$ cat src/rtl/p5g_map.svh
// How it works
// - each pin has two config bits: 00 input, 01 output, 10 open-drain, 11 alternative
// - upper config bits [7:6] set pin 7; alternative is channel 1 serial clock
// - upper config bits [5:4] set pin 6; alternative is channel 1 master-in line
// - upper config bits [3:2] set pin 5; alternative channel 1 master-out or two-wire data 0
// - upper config bits [1:0] set pin 4; alternative channel 1 select or two-wire clock 0
// - lower config bits [7:6] set pin 3; alternative is channel 0 serial clock
// - lower config bits [5:4] set pin 2; alternative is channel 0 master-in line
// - lower config bits [3:2] set pin 1; alternative channel 0 master-out or two-wire data 1
// - lower config bits [1:0] set pin 0; alternative channel 0 select or two-wire clock 1
// - pull-up register bit n enables the pull-up on pin n
// - bits 31 to 8 of the six port registers read zero, writes ignored
// - registers sit at 0x0500, 0x0504, 0x0514, 0x0518, 0x051c and 0x0520 from the port base
// - reset clears every config field to input and every pull-up enable
// - function select bits 5,4,1,0 pick serial (0) or two-wire (1); bits 3:2 reserved
`ifndef P5G_MAP_SVH
`define P5G_MAP_SVH

// ----------------------------------------------------------------
// register byte offsets
// ----------------------------------------------------------------
`define P5G_OFF_CFG_HIGH 12'h500
`define P5G_OFF_CFG_LOW 12'h504
`define P5G_OFF_PULLUP 12'h514
`define P5G_OFF_FSEL 12'h518
`define P5G_OFF_DATA 12'h51c
`define P5G_OFF_PIN_LEVEL 12'h520

// ----------------------------------------------------------------
// fields and reset values
// ----------------------------------------------------------------
`define P5G_FIELD_W 2
`define P5G_REG_W 8
`define P5G_FSEL_W 6
`define P5G_FSEL_WMASK 6'h33
`define P5G_FSEL_PIN5 5
`define P5G_FSEL_PIN4 4
`define P5G_FSEL_PIN1 1
`define P5G_FSEL_PIN0 0
`define P5G_RST_CFG 8'h00
`define P5G_RST_PULLUP 8'h00
`define P5G_RST_FSEL 6'h00
`define P5G_RST_DATA 8'h00

// ----------------------------------------------------------------
// pin mode codes and bus responses
// ----------------------------------------------------------------
`define P5G_MODE_IN 2'h0
`define P5G_MODE_OUT 2'h1
`define P5G_MODE_OD 2'h2
`define P5G_MODE_ALT 2'h3
`define P5G_RESP_OKAY 2'h0
`define P5G_RESP_SLVERR 2'h2

`endif

$ cat src/rtl/p5g_pkg.sv
`include "p5g_map.svh"

package p5g_pkg;

	typedef enum logic [1:0] {
		P5G_MODE_INPUT = `P5G_MODE_IN,
		P5G_MODE_OUTPUT = `P5G_MODE_OUT,
		P5G_MODE_OPEN_DRAIN = `P5G_MODE_OD,
		P5G_MODE_ALTERNATE = `P5G_MODE_ALT
	} p5g_mode_t;

	typedef enum logic [1:0] {
		P5G_WS_IDLE = 2'b01,
		P5G_WS_RESP = 2'b10
	} p5g_wstate_t;

	typedef enum logic [1:0] {
		P5G_RS_IDLE = 2'b01,
		P5G_RS_DATA = 2'b10
	} p5g_rstate_t;

	typedef enum logic [2:0] {
		P5G_SEL_NONE,
		P5G_SEL_CFG_HIGH,
		P5G_SEL_CFG_LOW,
		P5G_SEL_PULLUP,
		P5G_SEL_FSEL,
		P5G_SEL_DATA,
		P5G_SEL_PIN_LEVEL
	} p5g_sel_t;

endpackage : p5g_pkg

$ cat src/rtl/p5g_pin_cell.sv
`timescale 1ns/1ps
`include "p5g_map.svh"

module p5g_pin_cell
	import p5g_pkg::*;
(
	input wire logic aclk,
	input wire logic aresetn,
	input wire logic ce,
	input wire p5g_mode_t mode,
	input wire logic data_bit,
	input wire logic alt_o,
	input wire logic alt_oe,
	output logic pad_o,
	output logic pad_oe
);

	always_ff @(posedge aclk)
	begin
		if (!aresetn)
		begin
			pad_o <= 1'b0;
			pad_oe <= 1'b0;
		end
		else if (ce)
		begin
			case (mode)
				P5G_MODE_INPUT:
				begin
					pad_o <= 1'b0;
					pad_oe <= 1'b0;
				end
				P5G_MODE_OUTPUT:
				begin
					pad_o <= data_bit;
					pad_oe <= 1'b1;
				end
				P5G_MODE_OPEN_DRAIN:
				begin
					// only ever drives low, a one releases the pad
					pad_o <= 1'b0;
					pad_oe <= ~data_bit;
				end
				P5G_MODE_ALTERNATE:
				begin
					pad_o <= alt_o;
					pad_oe <= alt_oe;
				end
				default:
				begin
					pad_o <= 1'b0;
					pad_oe <= 1'b0;
				end
			endcase
		end
	end

endmodule : p5g_pin_cell

$ cat src/rtl/p5g_top.sv
// The implementer's own choice: the AXI4-Lite slave port.
`timescale 1ns/1ps
`include "p5g_map.svh"

module p5g_top
	import p5g_pkg::*;
#(
	parameter int ADDR_W = 12,
	parameter int PIN_COUNT = 8
)
(
	input wire logic aclk,
	input wire logic aresetn,
	input wire logic ce,
	input wire logic [ADDR_W-1:0] s_axi_awaddr,
	input wire logic [2:0] s_axi_awprot,
	input wire logic s_axi_awvalid,
	output logic s_axi_awready,
	input wire logic [31:0] s_axi_wdata,
	input wire logic [3:0] s_axi_wstrb,
	input wire logic s_axi_wvalid,
	output logic s_axi_wready,
	output logic [1:0] s_axi_bresp,
	output logic s_axi_bvalid,
	input wire logic s_axi_bready,
	input wire logic [ADDR_W-1:0] s_axi_araddr,
	input wire logic [2:0] s_axi_arprot,
	input wire logic s_axi_arvalid,
	output logic s_axi_arready,
	output logic [31:0] s_axi_rdata,
	output logic [1:0] s_axi_rresp,
	output logic s_axi_rvalid,
	input wire logic s_axi_rready,
	input wire logic [PIN_COUNT-1:0] pin_in,
	output logic [PIN_COUNT-1:0] pin_out,
	output logic [PIN_COUNT-1:0] pin_oe,
	output logic [PIN_COUNT-1:0] pin_pullup_en,
	input wire logic serial_clock_chan0_o,
	input wire logic serial_clock_chan0_oe,
	output logic serial_clock_chan0_i,
	input wire logic master_in_chan0_o,
	input wire logic master_in_chan0_oe,
	output logic master_in_chan0_i,
	input wire logic master_out_chan0_o,
	input wire logic master_out_chan0_oe,
	output logic master_out_chan0_i,
	input wire logic slave_select_chan0_o,
	input wire logic slave_select_chan0_oe,
	output logic slave_select_chan0_i,
	input wire logic serial_clock_chan1_o,
	input wire logic serial_clock_chan1_oe,
	output logic serial_clock_chan1_i,
	input wire logic master_in_chan1_o,
	input wire logic master_in_chan1_oe,
	output logic master_in_chan1_i,
	input wire logic master_out_chan1_o,
	input wire logic master_out_chan1_oe,
	output logic master_out_chan1_i,
	input wire logic slave_select_chan1_o,
	input wire logic slave_select_chan1_oe,
	output logic slave_select_chan1_i,
	input wire logic twowire_data_chan0_low,
	output logic twowire_data_chan0_i,
	input wire logic twowire_clock_chan0_low,
	output logic twowire_clock_chan0_i,
	input wire logic twowire_data_chan1_low,
	output logic twowire_data_chan1_i,
	input wire logic twowire_clock_chan1_low,
	output logic twowire_clock_chan1_i
);

	// ----------------------------------------------------------------
	// elaboration checks
	// ----------------------------------------------------------------
	if (PIN_COUNT != 8)
	begin : g_bad_pins
		$error("p5g_top: pin routing is fixed to eight pins");
	end
	if (ADDR_W < 12 || ADDR_W > 32)
	begin : g_bad_addr
		$error("p5g_top: address width must be 12 to 32");
	end

	// ----------------------------------------------------------------
	// state
	// ----------------------------------------------------------------
	p5g_wstate_t ws_r;
	p5g_rstate_t rs_r;
	logic aw_have_r;
	logic w_have_r;
	logic [ADDR_W-1:0] awaddr_r;
	logic [31:0] wdata_r;
	logic [3:0] wstrb_r;
	logic [`P5G_REG_W-1:0] cfg_high_r;
	logic [`P5G_REG_W-1:0] cfg_low_r;
	logic [`P5G_REG_W-1:0] pullup_r;
	logic [`P5G_FSEL_W-1:0] fsel_r;
	logic [`P5G_REG_W-1:0] data_r;
	logic [`P5G_REG_W-1:0] pin_level_r;
	logic wr_fire;
	logic wr_en;
	p5g_sel_t wr_sel;
	p5g_sel_t rd_sel;
	logic [`P5G_REG_W-1:0] rd_val;
	logic [2*PIN_COUNT-1:0] cfg_all;
	logic [PIN_COUNT-1:0] alt_on;
	logic [PIN_COUNT-1:0] alt_o;
	logic [PIN_COUNT-1:0] alt_oe;

	// ----------------------------------------------------------------
	// address decode, shared by read and write paths
	// ----------------------------------------------------------------
	function automatic p5g_sel_t p5g_decode(input logic [ADDR_W-1:0] a);
		logic [ADDR_W-1:0] w;
		w = {a[ADDR_W-1:2], 2'b00};
		if (w == ADDR_W'(`P5G_OFF_CFG_HIGH))
			return P5G_SEL_CFG_HIGH;
		else if (w == ADDR_W'(`P5G_OFF_CFG_LOW))
			return P5G_SEL_CFG_LOW;
		else if (w == ADDR_W'(`P5G_OFF_PULLUP))
			return P5G_SEL_PULLUP;
		else if (w == ADDR_W'(`P5G_OFF_FSEL))
			return P5G_SEL_FSEL;
		else if (w == ADDR_W'(`P5G_OFF_DATA))
			return P5G_SEL_DATA;
		else if (w == ADDR_W'(`P5G_OFF_PIN_LEVEL))
			return P5G_SEL_PIN_LEVEL;
		else
			return P5G_SEL_NONE;
	endfunction : p5g_decode

	assign wr_sel = p5g_decode(awaddr_r);
	assign rd_sel = p5g_decode(s_axi_araddr);
	assign wr_fire = (ws_r == P5G_WS_IDLE) && aw_have_r && w_have_r;
	// data lives in lane 0 only; other lanes are dropped
	assign wr_en = wr_fire && wstrb_r[0];

	// ----------------------------------------------------------------
	// write channel: address and data taken in either order
	// ----------------------------------------------------------------
	always_ff @(posedge aclk)
	begin
		if (!aresetn)
		begin
			ws_r <= P5G_WS_IDLE;
			s_axi_awready <= 1'b0;
			s_axi_wready <= 1'b0;
			aw_have_r <= 1'b0;
			w_have_r <= 1'b0;
			awaddr_r <= '0;
			wdata_r <= '0;
			wstrb_r <= '0;
			s_axi_bvalid <= 1'b0;
			s_axi_bresp <= `P5G_RESP_OKAY;
		end
		else if (ce)
		begin
			case (ws_r)
				P5G_WS_IDLE:
				begin
					if (s_axi_awvalid && s_axi_awready)
					begin
						aw_have_r <= 1'b1;
						awaddr_r <= s_axi_awaddr;
						s_axi_awready <= 1'b0;
					end
					else if (!aw_have_r)
						s_axi_awready <= 1'b1;
					if (s_axi_wvalid && s_axi_wready)
					begin
						w_have_r <= 1'b1;
						wdata_r <= s_axi_wdata;
						wstrb_r <= s_axi_wstrb;
						s_axi_wready <= 1'b0;
					end
					else if (!w_have_r)
						s_axi_wready <= 1'b1;
					if (wr_fire)
					begin
						ws_r <= P5G_WS_RESP;
						s_axi_bvalid <= 1'b1;
						s_axi_bresp <= (wr_sel == P5G_SEL_NONE) ? `P5G_RESP_SLVERR : `P5G_RESP_OKAY;
					end
				end
				P5G_WS_RESP:
				begin
					if (s_axi_bready)
					begin
						s_axi_bvalid <= 1'b0;
						aw_have_r <= 1'b0;
						w_have_r <= 1'b0;
						s_axi_awready <= 1'b1;
						s_axi_wready <= 1'b1;
						ws_r <= P5G_WS_IDLE;
					end
				end
				default:
				begin
					ws_r <= P5G_WS_IDLE;
					aw_have_r <= 1'b0;
					w_have_r <= 1'b0;
					s_axi_bvalid <= 1'b0;
				end
			endcase
		end
	end

	// ----------------------------------------------------------------
	// read channel
	// ----------------------------------------------------------------
	always_comb
	begin
		case (rd_sel)
			P5G_SEL_CFG_HIGH: rd_val = cfg_high_r;
			P5G_SEL_CFG_LOW: rd_val = cfg_low_r;
			P5G_SEL_PULLUP: rd_val = pullup_r;
			P5G_SEL_FSEL: rd_val = {2'h0, fsel_r};
			P5G_SEL_DATA: rd_val = data_r;
			P5G_SEL_PIN_LEVEL: rd_val = pin_level_r;
			default: rd_val = '0;
		endcase
	end

	always_ff @(posedge aclk)
	begin
		if (!aresetn)
		begin
			rs_r <= P5G_RS_IDLE;
			s_axi_arready <= 1'b0;
			s_axi_rvalid <= 1'b0;
			s_axi_rdata <= '0;
			s_axi_rresp <= `P5G_RESP_OKAY;
		end
		else if (ce)
		begin
			case (rs_r)
				P5G_RS_IDLE:
				begin
					if (s_axi_arvalid && s_axi_arready)
					begin
						s_axi_arready <= 1'b0;
						s_axi_rvalid <= 1'b1;
						s_axi_rdata <= {24'h0, rd_val};
						s_axi_rresp <= (rd_sel == P5G_SEL_NONE) ? `P5G_RESP_SLVERR : `P5G_RESP_OKAY;
						rs_r <= P5G_RS_DATA;
					end
					else
						s_axi_arready <= 1'b1;
				end
				P5G_RS_DATA:
				begin
					if (s_axi_rready)
					begin
						s_axi_rvalid <= 1'b0;
						s_axi_arready <= 1'b1;
						rs_r <= P5G_RS_IDLE;
					end
				end
				default:
				begin
					rs_r <= P5G_RS_IDLE;
					s_axi_rvalid <= 1'b0;
				end
			endcase
		end
	end

	// ----------------------------------------------------------------
	// port registers
	// ----------------------------------------------------------------
	always_ff @(posedge aclk)
	begin
		if (!aresetn)
		begin
			cfg_high_r <= `P5G_RST_CFG;
			cfg_low_r <= `P5G_RST_CFG;
		end
		else if (ce && wr_en)
		begin
			if (wr_sel == P5G_SEL_CFG_HIGH)
				cfg_high_r <= wdata_r[`P5G_REG_W-1:0];
			if (wr_sel == P5G_SEL_CFG_LOW)
				cfg_low_r <= wdata_r[`P5G_REG_W-1:0];
		end
	end

	always_ff @(posedge aclk)
	begin
		if (!aresetn)
			pullup_r <= `P5G_RST_PULLUP;
		else if (ce && wr_en && wr_sel == P5G_SEL_PULLUP)
			pullup_r <= wdata_r[`P5G_REG_W-1:0];
	end

	always_ff @(posedge aclk)
	begin
		if (!aresetn)
			fsel_r <= `P5G_RST_FSEL;
		else if (ce && wr_en && wr_sel == P5G_SEL_FSEL)
			fsel_r <= wdata_r[`P5G_FSEL_W-1:0] & `P5G_FSEL_WMASK;
	end

	always_ff @(posedge aclk)
	begin
		if (!aresetn)
			data_r <= `P5G_RST_DATA;
		else if (ce && wr_en && wr_sel == P5G_SEL_DATA)
			data_r <= wdata_r[`P5G_REG_W-1:0];
	end

	always_ff @(posedge aclk)
	begin
		if (!aresetn)
		begin
			pin_level_r <= '0;
			pin_pullup_en <= '0;
		end
		else if (ce)
		begin
			pin_level_r <= pin_in;
			pin_pullup_en <= pullup_r;
		end
	end

	// ----------------------------------------------------------------
	// alternative function routing
	// ----------------------------------------------------------------
	// pin n field sits at bits 2n+1:2n of the joined pair
	assign cfg_all = {cfg_high_r, cfg_low_r};

	always_comb
	begin
		alt_o[7] = serial_clock_chan1_o;
		alt_oe[7] = serial_clock_chan1_oe;
		alt_o[6] = master_in_chan1_o;
		alt_oe[6] = master_in_chan1_oe;
		// two-wire lines only pull low, matching their open-drain bus
		alt_o[5] = fsel_r[`P5G_FSEL_PIN5] ? 1'b0 : master_out_chan1_o;
		alt_oe[5] = fsel_r[`P5G_FSEL_PIN5] ? twowire_data_chan0_low : master_out_chan1_oe;
		alt_o[4] = fsel_r[`P5G_FSEL_PIN4] ? 1'b0 : slave_select_chan1_o;
		alt_oe[4] = fsel_r[`P5G_FSEL_PIN4] ? twowire_clock_chan0_low : slave_select_chan1_oe;
		alt_o[3] = serial_clock_chan0_o;
		alt_oe[3] = serial_clock_chan0_oe;
		alt_o[2] = master_in_chan0_o;
		alt_oe[2] = master_in_chan0_oe;
		alt_o[1] = fsel_r[`P5G_FSEL_PIN1] ? 1'b0 : master_out_chan0_o;
		alt_oe[1] = fsel_r[`P5G_FSEL_PIN1] ? twowire_data_chan1_low : master_out_chan0_oe;
		alt_o[0] = fsel_r[`P5G_FSEL_PIN0] ? 1'b0 : slave_select_chan0_o;
		alt_oe[0] = fsel_r[`P5G_FSEL_PIN0] ? twowire_clock_chan1_low : slave_select_chan0_oe;
	end

	// unrouted controller inputs rest at the line's idle level
	always_ff @(posedge aclk)
	begin
		if (!aresetn)
		begin
			serial_clock_chan1_i <= 1'b0;
			master_in_chan1_i <= 1'b0;
			master_out_chan1_i <= 1'b0;
			slave_select_chan1_i <= 1'b1;
			twowire_data_chan0_i <= 1'b1;
			twowire_clock_chan0_i <= 1'b1;
			serial_clock_chan0_i <= 1'b0;
			master_in_chan0_i <= 1'b0;
			master_out_chan0_i <= 1'b0;
			slave_select_chan0_i <= 1'b1;
			twowire_data_chan1_i <= 1'b1;
			twowire_clock_chan1_i <= 1'b1;
		end
		else if (ce)
		begin
			serial_clock_chan1_i <= alt_on[7] & pin_in[7];
			master_in_chan1_i <= alt_on[6] & pin_in[6];
			master_out_chan1_i <= alt_on[5] & ~fsel_r[`P5G_FSEL_PIN5] & pin_in[5];
			slave_select_chan1_i <= ~(alt_on[4] & ~fsel_r[`P5G_FSEL_PIN4]) | pin_in[4];
			twowire_data_chan0_i <= ~(alt_on[5] & fsel_r[`P5G_FSEL_PIN5]) | pin_in[5];
			twowire_clock_chan0_i <= ~(alt_on[4] & fsel_r[`P5G_FSEL_PIN4]) | pin_in[4];
			serial_clock_chan0_i <= alt_on[3] & pin_in[3];
			master_in_chan0_i <= alt_on[2] & pin_in[2];
			master_out_chan0_i <= alt_on[1] & ~fsel_r[`P5G_FSEL_PIN1] & pin_in[1];
			slave_select_chan0_i <= ~(alt_on[0] & ~fsel_r[`P5G_FSEL_PIN0]) | pin_in[0];
			twowire_data_chan1_i <= ~(alt_on[1] & fsel_r[`P5G_FSEL_PIN1]) | pin_in[1];
			twowire_clock_chan1_i <= ~(alt_on[0] & fsel_r[`P5G_FSEL_PIN0]) | pin_in[0];
		end
	end

	// ----------------------------------------------------------------
	// pin drivers
	// ----------------------------------------------------------------
	for (genvar n = 0; n < PIN_COUNT; n++)
	begin : g_pin
		assign alt_on[n] = (cfg_all[2*n +: `P5G_FIELD_W] == `P5G_MODE_ALT);

		p5g_pin_cell u_cell (
			.aclk(aclk),
			.aresetn(aresetn),
			.ce(ce),
			.mode(p5g_mode_t'(cfg_all[2*n +: `P5G_FIELD_W])),
			.data_bit(data_r[n]),
			.alt_o(alt_o[n]),
			.alt_oe(alt_oe[n]),
			.pad_o(pin_out[n]),
			.pad_oe(pin_oe[n])
		);
	end

endmodule : p5g_top

$ cat config.mk
export PLATFORM = sky130hd
export DESIGN_NAME = p5g_top
export DESIGN_NICKNAME = d
export VERILOG_FILES = /design/src/rtl/p5g_pkg.sv /design/src/rtl/p5g_pin_cell.sv /design/src/rtl/p5g_top.sv
export VERILOG_INCLUDE_DIRS = /design/src /design/src/rtl
export SDC_FILE = /design/constraint.sdc
export NUM_CORES = 1
export LEC_CHECK = 0
export BUFFER_PORTS_ARGS = -buffer_cell sky130_fd_sc_hd__buf_2
export CORE_MARGIN = 2
export CORE_UTILIZATION = 55
export CTS_CLUSTER_DIAMETER = 80
export DETAILED_ROUTE_END_ITERATION = 10
export HOLD_SLACK_MARGIN = 0.02
export PLACE_DENSITY = 0.86
export SYNTH_ARGS = -nofsm -noshare
export SYNTH_HDL_FRONTEND = slang
export SYNTH_SLANG_ARGS = --single-unit
$ cat constraint.sdc
create_clock -name aclk -period 3.3 [get_ports aclk]
set_input_delay 0.495 -clock aclk [delete_from_list [all_inputs] [get_ports aclk]]
set_output_delay 0.495 -clock aclk [all_outputs]
set_load 0.1 [all_outputs]
==> impl_summary.log <==
INFO  metric outcome = finished, final reports clean
INFO  metric syn_to_layout_area_delta = 17.49%
INFO  metric synth.ff_latch_count = 118
INFO  metric drt-total-wl = 13300 microns
INFO  metric cts_tree = yes
INFO  metric synth_warnings = 0
INFO  metric critical_path.startpoint_type = flop
INFO  metric fin_skew = 0.006876 ns
INFO  metric intPower = 2676 uW
INFO  metric power_frac_seq = between 40% and 50%
INFO  metric cts_setup_buffers = 0
INFO  metric worstHoldPathType = input port to flop
INFO  metric combinational_family_with_the_most_area_after_synthesis = simple AND/OR/NAND/NOR gates
INFO  metric worst-setup-path-type = flop to flop
INFO  metric yosys-mux-area-fraction = 10.93%
INFO  metric yosys.area.top_type_share = a little over two fifths
INFO  metric cts-root-buf = sky130_fd_sc_hd__clkbuf_8
INFO  metric dp_hpwl = ~9100 microns
INFO  metric post_syn_area_per_cell = 9.000 sq um
INFO  metric grt_pass1_wl = 21450 microns
INFO  metric setup_viol_count_final = 0
INFO  metric final.fill_count = 754
INFO  metric synth_top_cell_by_area = sky130_fd_sc_hd__dfxtp_1
INFO  metric routed-via-count = 4688
INFO  metric kind_of_end_point_of_the_critical_path = flop
INFO  metric largest_net_degree_at_the_start_of_global_routing = 88
INFO  metric io_pins = between 150 and 200
INFO  metric synth_edf_count = 0
INFO  metric post-route-cell-area = 6471 sq um
INFO  metric relSlewSlack = 53.97%
INFO  metric synth_simple_gate_area_share = 20.99%
INFO  metric final.setup.tns = 0 ns
INFO  metric required_time_of_the_worst_setup_path = 3.67 ns
INFO  metric synth.most_common_cell = sky130_fd_sc_hd__dfxtp_1
INFO  metric buffer_ports.inserted = 115
INFO  metric netlist_top_cells_area = sky130_fd_sc_hd__dfxtp_1, sky130_fd_sc_hd__mux2i_1, sky130_fd_sc_hd__buf_4, sky130_fd_sc_hd__nand2_1, sky130_fd_sc_hd__a21boi_0
INFO  metric power.static_leakage = about 0.0026 uW
INFO  metric tightest_slew = 0.6884 ns
INFO  metric core.rowCount = 36
INFO  metric die_width = between 100 and 150 microns
INFO  metric ff2ff_setup_slack = 0.97 ns
INFO  metric asyncSetResetFlopFracSynth = 0%
INFO  metric htree_levels = 4
INFO  metric cts.clk_slew.worst_paths = 0.05 ns
INFO  metric switching_power_total = 856.9 uW
INFO  metric synth_area = 5508 sq um
INFO  metric die_height = 104.1 microns
INFO  metric cp_slowest_cell = sky130_fd_sc_hd__nand4_1
INFO  metric gr-usage-all-layers = between 20% and 30%
INFO  metric drcViolationCount = 0
INFO  metric cts_buffers = 17
INFO  metric regArea = 2362 sq um
INFO  metric pwr_density_cell = 545.9 nW/um^2
INFO  metric gr-total-overflow = 0
INFO  metric design.core.area = 9729 sq um
INFO  metric gp_congestion = between 0.8 and 0.9
INFO  metric first_pass_iters = 5
INFO  metric first_global_vias = 4356
INFO  metric slew_viol_final = 0
INFO  metric achievable-frequency = approximately 430 MHz
INFO  metric vdd.ir_drop.worst = between 0.3 and 0.4 mV
INFO  metric arrival_time_worst_endpoint = 2.70 ns
INFO  metric power.share.clock = 49.3%
INFO  metric initial_drc_count = 336
INFO  metric synthesis.instances = between 600 and 700
INFO  metric final_nets = slightly above 800
INFO  metric clock_path_buffers = 2
INFO  metric ys_top_cells_by_count = sky130_fd_sc_hd__dfxtp_1, sky130_fd_sc_hd__nand2_1, sky130_fd_sc_hd__mux2i_1
INFO  metric clock_latency_on_the_worst_skew_pair = about 0.52 ns
INFO  metric unrepaired_setup_endpoints_after_global_routing = false
INFO  metric crit_family = simple AND/OR/NAND/NOR gates
INFO  metric grt_antenna_before_repair = 0
INFO  metric cp_num_buf_inv = 1
INFO  metric swShare = 24.26%
INFO  metric maxCapViolCount = 0
INFO  metric cts_hold_buffers = 0
INFO  metric post_route_cells_drive_above_1_share = 23.07%
INFO  metric clock-sinks = 118
INFO  metric finalCritPeriodShare = 70.55%
INFO  metric comb_power_share = 9.4%
INFO  metric crit_path_max_incr_delay = 0.56 ns
INFO  metric detail_route.wl_per_cell = 15.76 microns
INFO  metric area_fraction_in_compound_gates_after_synthesis = 14.95%
INFO  metric xor_xnor_share_of_the_synthesized_area = 0%
INFO  metric crit_path_cell_trace = inv_1 > ha_1 > and4_1 > and2_1 > nand4_1 > nand3_1 > o21ai_0
INFO  metric period_needed = about 2.3 ns
INFO  metric ant_nets = 0
INFO  metric yosysUniqueCellTypes = slightly above 50
INFO  metric crit_fanout = 16
INFO  metric multiInputGateArea = 2704 sq um
INFO  metric antenna_cells_inserted = 0
INFO  metric initial_core_util = 56.61%
INFO  metric dieArea = approximately 11000 sq um
INFO  metric placed_cell_area = 5911 sq um
INFO  metric synth_seq_area_share = 42.89%
INFO  metric report.power.total = 3533 uW
INFO  metric timing_hold_violations_final = 0
INFO  metric drt-vias-per-instance = 5.555
INFO  metric synth_top_flop_cell = sky130_fd_sc_hd__dfxtp_1
INFO  metric yosys.area_share.adder = less than 1%
INFO  metric cts_resized = 0
[cell type report]
type,instances,area share [%]
clock buffer,24,7.579
clock inverter,4,1.083
inverter,16,0.9281
multi-input combinational,430,41.78
sequential,118,36.50
tap,133,2.572
timing repair buffer,119,9.551
[flip-flops by register name (all words and copies together) (netlist names), 4 cells and up]
| signal | flops |
|---|---|
| cfg_low_r | 8 |
| awaddr_r | 10 |
| pullup_r | 8 |
| g_pin.u_cell.pad_o | 8 |
| wdata_r | 8 |
| fsel_r | 4 |
| s_axi_rdata | 8 |
| cfg_high_r | 8 |
| pin_pullup_en | 8 |
| pin_level_r | 8 |
| g_pin.u_cell.pad_oe | 8 |
| data_r | 8 |
[worst min-delay path, stage by stage]
cell and delay (ns):
sky130_fd_sc_hd__buf_2 0.09, sky130_fd_sc_hd__nand2_1 0.04, sky130_fd_sc_hd__a21boi_0 0.06
[power groups by stage]
stage	logic, uW	registers (uW)	clock network (uW)
2_1_floorplan	258	1520	0
3_3_place_gp	323	1490	0
3_5_place_dp	328	1490	0
4_1_cts	330	1460	1750
5_1_grt	348	1460	1820
6_report	331	1460	1740
[layout by cell type, fill, tap and decap left out, types with 5 or more instances in the layout]
cell type                   instances
sky130_fd_sc_hd__a21boi_0          31
sky130_fd_sc_hd__a21oi_1            9
sky130_fd_sc_hd__a31oi_1            7
sky130_fd_sc_hd__and2_1             7
sky130_fd_sc_hd__buf_2            115
sky130_fd_sc_hd__clkbuf_16         16
sky130_fd_sc_hd__clkbuf_8           6
sky130_fd_sc_hd__conb_1            26
sky130_fd_sc_hd__dfxtp_1          118
sky130_fd_sc_hd__inv_1             16
sky130_fd_sc_hd__mux2_2             9
sky130_fd_sc_hd__mux2i_1           50
sky130_fd_sc_hd__nand2_1           84
sky130_fd_sc_hd__nand2b_1          16
sky130_fd_sc_hd__nand3_1           37
sky130_fd_sc_hd__nand4_1           12
sky130_fd_sc_hd__nor2_1            11
sky130_fd_sc_hd__nor2b_1           29
sky130_fd_sc_hd__nor3_1             5
sky130_fd_sc_hd__o21ai_0           38
sky130_fd_sc_hd__o21ai_1            5
sky130_fd_sc_hd__o22ai_1            8
[routing by layer]
| layer | track usage, % | part of all wire [%] | up-vias |
|---|---|---|---|
| met5 | 0 | 0 | - |
| met4 | 7.625 | 1.3 | 0 |
| met3 | 8.271 | 7.1 | 18 |
| met2 | 41.31 | 49 | 194 |
| met1 | 29.93 | 43 | 2209 |
| li1 | - | - | 2267 |
[kinds of logic after synthesis]
kind of cell	after synthesis
AND/OR/NAND/NOR	221
AO/OA/AOI/OAI	122
flip-flops	118
other	1
multiplexers	59
adder cells (fa/ha/maj)	2
buffers and inverters	89
[worst paths after layout]
kind	end	depth (start not counted)	from
max	data_r[7]	7	s_axi_bvalid
min	awaddr_r[10]	3	s_axi_awaddr[10]
max reg2reg	data_r[7]	7	s_axi_bvalid
min reg2reg	s_axi_rdata[6]	2	s_axi_rdata[6]
[through the flow]
| step | setup WS [ns] | util, % | cells | hold WS, ns |
|---|---|---|---|---|
| 4_1_cts | 0.9951 | 66.51 | 844 | 0.2196 |
| 6_report | 0.9718 | 66.51 | 844 | 0.2243 |
| 2_1_floorplan | 0.7808 | - | 637 | 0.4388 |
| 5_1_grt | 0.7348 | 66.51 | 844 | 0.2265 |
| 3_5_place_dp | 1.019 | 60.75 | 816 | 0.4457 |
| 3_3_place_gp | 1.143 | 60.75 | 816 | 0.4408 |
Note: power is estimated with default switching activity, not from simulation.
